--- config.mk ---
export PLATFORM = sky130hd
export DESIGN_NAME = pdtg_top
export DESIGN_NICKNAME = d
export VERILOG_FILES = /design/src/design/pdtg_pkg.sv /design/src/design/pdtg_top.sv
export SDC_FILE = /design/constraint.sdc
export NUM_CORES = 1
export LEC_CHECK = 0
export BUFFER_PORTS_ARGS = -buffer_cell sky130_fd_sc_hd__buf_2
export CORE_UTILIZATION = 55
export DETAILED_ROUTE_END_ITERATION = 12
export PLACE_DENSITY_LB_ADDON = 0.25
export SLEW_MARGIN = 40
export SYNTH_ARGS = -nofsm -noshare
export SYNTH_HDL_FRONTEND = slang
export SYNTH_SLANG_ARGS = --single-unit
--- constraint.sdc ---
create_clock -name pclk -period 4.11 [get_ports pclk]
set_input_delay 0.822 -clock pclk [delete_from_list [all_inputs] [get_ports pclk]]
set_output_delay 0.822 -clock pclk [all_outputs]
set_load 0.02 [all_outputs]
--- src/design/pdtg_pkg.sv ---
// constants and types of the prescaler, divider and timing generator
// Functional notes
// - three-stage prescaler, 21-stage divider, main clock and cycle counter
// - stage one takes fc/4 when its select is 0, fc/8 when 1
// - prescaler and divider clear on reset, stop entry and stop exit
// - tap n gives fc over 2^(n+2), or 2^(n+3) with stage-one select set
// - stage seven input chosen by clock select, stage-seven select and warm-up
// - slow modes or stage-seven select 1 feed stage seven from fs
// - slow modes stop stage-one input, freezing taps one to six
// - warm-up after stop from full speed feeds stage seven from stage six
// - bits four and three of divider select read as don't care
// - stage-seven select sits at bit four of timebase divider control
// - a machine cycle is four states, each one main clock long
// - instructions last one to ten machine cycles
// - single-clock operation: machine cycle is four fc periods
// - main clock source select switches main clock between fc and fs
package pdtg_pkg;
    localparam int PRE_STAGES = 3;
    localparam int DIV_STAGES = 21;
    localparam int LOW_STAGES = 6;
    localparam int MC_MAX = 10;
    localparam int ADDR_W = 12;
    // register indices; byte address is four times the index
    localparam logic [7:0] IDX_DIV_SEL = 8'h30;
    localparam logic [7:0] IDX_TB_CTRL = 8'h36;
    localparam logic [7:0] IDX_SYS_CTRL2 = 8'h38;
    localparam logic [7:0] IDX_DIV_STAT = 8'h3A;
    localparam logic [ADDR_W-1:0] ADDR_DIV_SEL = {2'h0, IDX_DIV_SEL, 2'h0};
    localparam logic [ADDR_W-1:0] ADDR_TB_CTRL = {2'h0, IDX_TB_CTRL, 2'h0};
    localparam logic [ADDR_W-1:0] ADDR_SYS_CTRL2 = {2'h0, IDX_SYS_CTRL2, 2'h0};
    localparam logic [ADDR_W-1:0] ADDR_DIV_STAT = {2'h0, IDX_DIV_STAT, 2'h0};
    // field positions
    localparam int STAGE_ONE_SEL_BIT = 5;
    localparam int STAGE_SEVEN_SEL_BIT = 4;
    localparam int MAIN_SRC_SEL_BIT = 0;
    // reset values
    localparam logic [7:0] TB_CTRL_RST = 8'h00;
    localparam logic STAGE_ONE_SEL_RST = 1'b0;
    localparam logic MAIN_SRC_SEL_RST = 1'b0;
    // prescaler counts at which stage one is fed
    localparam logic [1:0] PRE_DIV4_LAST = 2'h3;
    localparam logic [2:0] PRE_DIV8_LAST = 3'h7;
    typedef enum logic [1:0] {
        state_zero,
        state_one,
        state_two,
        state_three
    } pdtg_mstate_type;
    function automatic logic [7:0] pdtg_bit8(input int pos, input logic v);
        logic [7:0] r;
        r = 8'h00;
        r[pos] = v;
        return r;
    endfunction
endpackage

--- src/design/pdtg_top.sv ---
// prescaler, 21-stage divider, main clock and machine cycle sequencer
`timescale 1ns/1ps
module pdtg_top
    import pdtg_pkg::*;
#(
    parameter int DIV_W = DIV_STAGES
) (
    // clock and reset
    input wire logic pclk,
    input wire logic presetn,
    // apb slave
    input wire logic psel,
    input wire logic penable,
    input wire logic pwrite,
    input wire logic [ADDR_W-1:0] paddr,
    input wire logic [31:0] pwdata,
    output logic [31:0] prdata,
    output logic pready,
    output logic pslverr,
    // low-frequency clock pin
    input wire logic low_freq_clock,
    // operating mode controller
    input wire logic stop_entry,
    input wire logic stop_exit,
    input wire logic warm_up,
    // instruction timing
    input wire logic instr_start,
    input wire logic [3:0] instr_cycles,
    // timing outputs
    output logic [DIV_W-1:0] divider_taps,
    output logic [PRE_STAGES-1:0] prescaler_taps,
    output logic main_clk_tick,
    output pdtg_mstate_type machine_state,
    output logic machine_cycle_end,
    output logic instr_done
);
    typedef struct packed {
        logic [31:0] prdata;
        logic pready;
        logic pslverr;
        logic fs_s1;
        logic fs_s2;
        logic fs_s3;
        logic fs_lvl;
        logic stage_one_sel;
        logic [7:0] tb_ctrl;
        logic main_src_sel;
        logic stopped;
        logic from_full;
        logic [PRE_STAGES-1:0] pre;
        logic [DIV_W-1:0] dv;
        logic mclk;
        pdtg_mstate_type mst;
        logic mc_end;
        logic [3:0] icnt;
        logic ibusy;
        logic idone;
    } pdtg_state_type;

    pdtg_state_type st_ff;
    pdtg_state_type nxt_st;

    logic fs_tick;
    logic slow;
    logic stage_seven_sel;
    logic stage_one_in;
    logic stage_seven_in;
    logic low_carry;
    logic use_stage_six;
    logic main_tick;
    logic acc;
    logic setup;
    logic mapped;
    logic [7:0] rd_byte;

    always_comb begin
        slow = st_ff.main_src_sel;
        stage_seven_sel = st_ff.tb_ctrl[STAGE_SEVEN_SEL_BIT];
        fs_tick = !st_ff.stopped && (st_ff.fs_s2 == st_ff.fs_s3)
            && st_ff.fs_s2 && !st_ff.fs_lvl;
        // stage one input: fc/4 or fc/8 from the prescaler, off when slow
        stage_one_in = !st_ff.stopped && !slow &&
            (st_ff.stage_one_sel ? (st_ff.pre == PRE_DIV8_LAST)
                : (st_ff.pre[1:0] == PRE_DIV4_LAST));
        low_carry = stage_one_in && (&st_ff.dv[LOW_STAGES-1:0]);
        // stage seven source selection
        use_stage_six = (!slow && !stage_seven_sel)
            || (warm_up && st_ff.from_full);
        stage_seven_in = use_stage_six ? low_carry : fs_tick;
        // main clock: fc in full speed, fs in slow modes
        main_tick = slow ? fs_tick : !st_ff.stopped;
        setup = psel && !penable;
        acc = psel && penable && st_ff.pready;
        mapped = (paddr == ADDR_DIV_SEL) || (paddr == ADDR_TB_CTRL)
            || (paddr == ADDR_SYS_CTRL2) || (paddr == ADDR_DIV_STAT);
        case (paddr)
            ADDR_DIV_SEL: rd_byte = pdtg_bit8(STAGE_ONE_SEL_BIT,
                st_ff.stage_one_sel);
            ADDR_TB_CTRL: rd_byte = st_ff.tb_ctrl;
            ADDR_SYS_CTRL2: rd_byte = pdtg_bit8(MAIN_SRC_SEL_BIT,
                st_ff.main_src_sel);
            ADDR_DIV_STAT: rd_byte = {4'h0, st_ff.ibusy, st_ff.stopped,
                st_ff.mst};
            default: rd_byte = 8'h00;
        endcase
    end

    always_comb begin
        nxt_st = st_ff;
        // apb: setup, then one wait, then ready
        nxt_st.pready = psel && penable && !st_ff.pready;
        nxt_st.pslverr = psel && penable && !st_ff.pready && !mapped;
        if (psel && penable && !st_ff.pready) begin
            nxt_st.prdata = (mapped && !pwrite) ? {24'h0, rd_byte} : 32'h0;
        end
        if (acc && pwrite && mapped) begin
            case (paddr)
                ADDR_DIV_SEL: nxt_st.stage_one_sel =
                    pwdata[STAGE_ONE_SEL_BIT];
                ADDR_TB_CTRL: nxt_st.tb_ctrl = pwdata[7:0];
                ADDR_SYS_CTRL2: nxt_st.main_src_sel =
                    pwdata[MAIN_SRC_SEL_BIT];
                default: nxt_st.tb_ctrl = st_ff.tb_ctrl;
            endcase
        end
        // low-frequency pin synchroniser and filtered level
        nxt_st.fs_s1 = low_freq_clock;
        nxt_st.fs_s2 = st_ff.fs_s1;
        nxt_st.fs_s3 = st_ff.fs_s2;
        if (st_ff.fs_s2 == st_ff.fs_s3) begin
            nxt_st.fs_lvl = st_ff.fs_s3;
        end
        // prescaler and divider chain
        if (!st_ff.stopped) begin
            nxt_st.pre = st_ff.pre + 1'b1;
        end
        if (stage_one_in) begin
            nxt_st.dv[LOW_STAGES-1:0] =
                st_ff.dv[LOW_STAGES-1:0] + 1'b1;
        end
        if (stage_seven_in) begin
            nxt_st.dv[DIV_W-1:LOW_STAGES] =
                st_ff.dv[DIV_W-1:LOW_STAGES] + 1'b1;
        end
        if (stop_entry) begin
            nxt_st.stopped = 1'b1;
            nxt_st.from_full = !slow;
        end
        if (stop_exit) begin
            nxt_st.stopped = 1'b0;
        end
        if (stop_entry || stop_exit) begin
            nxt_st.pre = '0;
            nxt_st.dv = '0;
        end
        // machine cycle sequencer
        nxt_st.mclk = main_tick;
        nxt_st.mc_end = 1'b0;
        nxt_st.idone = 1'b0;
        if (main_tick) begin
            case (st_ff.mst)
                state_zero: nxt_st.mst = state_one;
                state_one: nxt_st.mst = state_two;
                state_two: nxt_st.mst = state_three;
                state_three: nxt_st.mst = state_zero;
                default: nxt_st.mst = state_zero;
            endcase
            nxt_st.mc_end = (st_ff.mst == state_three);
        end
        // instruction length in machine cycles
        if (main_tick && st_ff.mst == state_three && st_ff.ibusy) begin
            if (st_ff.icnt <= 4'h1) begin
                nxt_st.ibusy = 1'b0;
                nxt_st.idone = 1'b1;
            end else begin
                nxt_st.icnt = st_ff.icnt - 1'b1;
            end
        end
        if (instr_start && !st_ff.ibusy) begin
            nxt_st.ibusy = 1'b1;
            nxt_st.icnt = (instr_cycles == 4'h0) ? 4'h1 :
                (instr_cycles > 4'(MC_MAX)) ? 4'(MC_MAX) : instr_cycles;
        end
    end

    always_ff @(posedge pclk or negedge presetn) begin
        if (!presetn) begin
            st_ff <= '{prdata: 32'h0, pready: 1'b0, pslverr: 1'b0,
                fs_s1: 1'b0, fs_s2: 1'b0, fs_s3: 1'b0, fs_lvl: 1'b0,
                stage_one_sel: STAGE_ONE_SEL_RST, tb_ctrl: TB_CTRL_RST,
                main_src_sel: MAIN_SRC_SEL_RST, stopped: 1'b0,
                from_full: 1'b0, pre: '0, dv: '0, mclk: 1'b0,
                mst: state_zero, mc_end: 1'b0, icnt: 4'h0,
                ibusy: 1'b0, idone: 1'b0};
        end else begin
            st_ff <= nxt_st;
        end
    end

    assign prdata = st_ff.prdata;
    assign pready = st_ff.pready;
    assign pslverr = st_ff.pslverr;
    assign divider_taps = st_ff.dv;
    assign prescaler_taps = st_ff.pre;
    assign main_clk_tick = st_ff.mclk;
    assign machine_state = st_ff.mst;
    assign machine_cycle_end = st_ff.mc_end;
    assign instr_done = st_ff.idone;
endmodule

==> flow_summary.ini <==
[outcome]
run_status = completed

[drt]
vias = 2647
drc = 0
drt-pass1-iter-count = 5
drtIter0Drc = 157
ant_nets = 0
wl_per_cell_um = 14.6
via_per_inst = 5.54
drt-total-wl_um = 6970

[critical_path]
critPathCaptureType = flip-flop
start_kind = input port
cp.required_ps = 4320
crit_arrival_ps = 2810
worst-path-max-fanout = 8
worstPathCellList = buf_2 > or2_2 > nor4_4 > nor2b_1 > mux2_2
crit_type = input port to flip-flop
critPathMaxStageDelay_ps = 690
crit_path_top_delay_cell = nor2b_1

[clock_tree]
ctsResizeCount = 0
clk_latency_ps = 330
root_buffer = clkbuf_8
cts_tree = yes
clk_pin_slew_ps = 60
cts_setup_buffers = 0
htree_levels = 3
ctsHoldBuffers = 0
clockBufferDepth = 2
cts_num_sinks = 60
numCtsBuffers = 9

[global_route]
antenna_found_initial = 0
grt_pass1_vias = 2374
grt.total_usage_pct = 21.6
grt_pass1_wl_um = 10900
grt_max_degree = 38
gr-total-overflow = 0

[synthesis]
syn_area_mm2 = 0.00355
ys_warn_count = 0
synth_edf_count = 0
ys_ff_latch = 60
syn_inst = 363
synth-seq-area-share_pct = 42.2
avgSynthCellArea_um2 = 9.79
ys_async_sr_fraction_pct = 100
synth_top_flop_cell = dfrtp_1
synth_top_area_share_pct = 42.2
yosysTopAreaCell = dfrtp_1
synth_area_leaders = dfrtp_1 (42%), buf_4 (12%), mux2_2 (3.8%), nand2_1 (3.6%), ha_1 (3.2%)
yosysUniqueCellTypes = 57

[floorplan]
row_count = 28
dieArea_mm2 = 0.00679
start_util_pct = 58.6
coreArea_mm2 = 0.00606
dieHeight_um = 82.4
die_w_um = 82.4
io_pins = 121

[min_path]
worstHoldPathType = flip-flop to flip-flop

[timing]
drv_slew = 0
worst_pin_slew_ps = 774
slew_headroom_pct = 48.3
worst_slack_ps = 1510
fin_skew_ps = 11.5
max_freq_ghz = 0.384
rsz0062_at_grt = no
fin_crit_ps = 2600
hold_viol_final = 0
tns_ps = 0
setup_viol_count_final = 0
period_share_pct = 63.3

[final_layout]
final_common_cell = buf_2
drive_gt1_share_pct = 27.5
final_nets = 465
diodes = 0
post_layout_nonfiller_instances = 478
fillCellCount = 525
final_cell_mix = buf_2 (71), dfrtp_1 (60), nand2_1 (34)
area_growth_pct = 6.97

[job]
maxCapViolCount = 0

[placement]
hpwl_um = 5000
io_buffers = 72
dp.cells = 461
place_ws_ps = 1130
routabilityCongestion = 0.825

[power]
vdd_drop_max_v = 0.000299
p_leak_uw = 0.00182
powerDensity_mw_per_mm2 = 379
## power breakdown
group / internal [uW] / switching, uW
clock: 269 / 224
combinational: 100 / 169
sequential: 633 / 46.7
## state kept, by name (all words and copies together), names as in the netlist
signal             cells
machine_cycle_end      1
divider_taps          21
pslverr                1
st_ff                 18
nxt_st                 2
slow                   1
instr_done             1
main_clk_tick          1
prescaler_taps         3
prdata                 8
pready                 1
machine_state          2
## cells by family (layout without fill, tap and decap cells)
kind of cell	Yosys count	count (layout)	synth area share [%]
AOI/OAI and AO/OA	61	61	12.5
xor gates and xnor gates	7	7	1.72
adders and majority gates	10	10	3.45
buffers and inverters	82	99	15.0
DFF	60	60	42.2
muxes	22	22	6.62
other	1	24	0.105
and+or+nand+nor	120	120	18.4
## per-stage QoR
stage | area [um2] | hold WS (ps) | power [uW] | util, %
floorplan | 3640 | 331 | 899 | -
global route | 3800 | 368 | 1520 | 62.7
CTS | 3790 | 363 | 1450 | 62.5
finish | 3800 | 357 | 1440 | 62.7
global placement | 3600 | 335 | 945 | 59.5
detailed placement | 3600 | 344 | 956 | 59.5
## metal layers
metal | global-route usage (%) | part of all wire [%] | up-vias | routed length, um
met3 | 4.73 | 4.1 | 7 | 286
met2 | 33.1 | 49 | 81 | 3420
li1 | - | - | 1282 | -
met4 | 10.2 | 0.93 | 0 | 65
met1 | 29.2 | 46 | 1277 | 3200
met5 | 0 | 0 | - | 0
## path summary, 6_finish.rpt
| kind | end | depth (start not counted) | slack, ps | startpoint |
|---|---|---|---|---|
| worst min-delay path | nxt_st[47]$_DFF_PN0_ | 0 | 360 | nxt_st[48]$_DFF_PN0_ |
| min in group asynchronous | divider_taps[0]$_DFFE_PN0P_ | 1 | 430 | presetn |
| worst min register to register | nxt_st[47]$_DFF_PN0_ | 0 | 360 | nxt_st[48]$_DFF_PN0_ |
| max in group asynchronous | prdata[7]$_DFFE_PN0P_ | 2 | 2990 | presetn |
| worst max register to register | divider_taps[19]$_DFFE_PN0P_ | 7 | 1880 | prescaler_taps[0]$_DFFE_PN0P_ |
| worst max-delay path | st_ff[39]$_DFFE_PN0P_ | 5 | 1510 | paddr[11] |
## cell usage after synthesis (all sizes together), types with 2 or more instances
cell type	number
dfrtp	60
nand4	8
mux2	12
nand3b	4
xor2	6
o311ai	2
a211oi	5
nor4	3
inv	9
nand2	34
ha	9
a2111o	6
or3	11
nor2	21
and4	2
nand3	10
buf	64
clkbuf	9
nor3	3
or4	2
mux2i	10
and3	5
and2	3
o21ai	20
nor2b	2
a21oi	12
a32oi	3
nand2b	5
or2	3
## worst max-delay path, delay by kind of cell
kind	cells	cell delay [ps]
buffers and inverters	1	90
multiplexers	1	420
AND/OR/NAND/NOR	3	1480
## final cells by class
| class | instances | area, um2 | share of cell area [%] |
|---|---|---|---|
| tap | 75 | 93.8 | 2.47 |
| inverter | 9 | 33.8 | 0.888 |
| sequential | 60 | 1500 | 39.5 |
| multi-input combinational | 244 | 1610 | 42.3 |
| clock buffer | 15 | 176 | 4.64 |
| timing repair buffer | 74 | 382 | 10.0 |
| clock inverter | 1 | 5.00 | 0.132 |
Power figures use the tool's default switching activity.
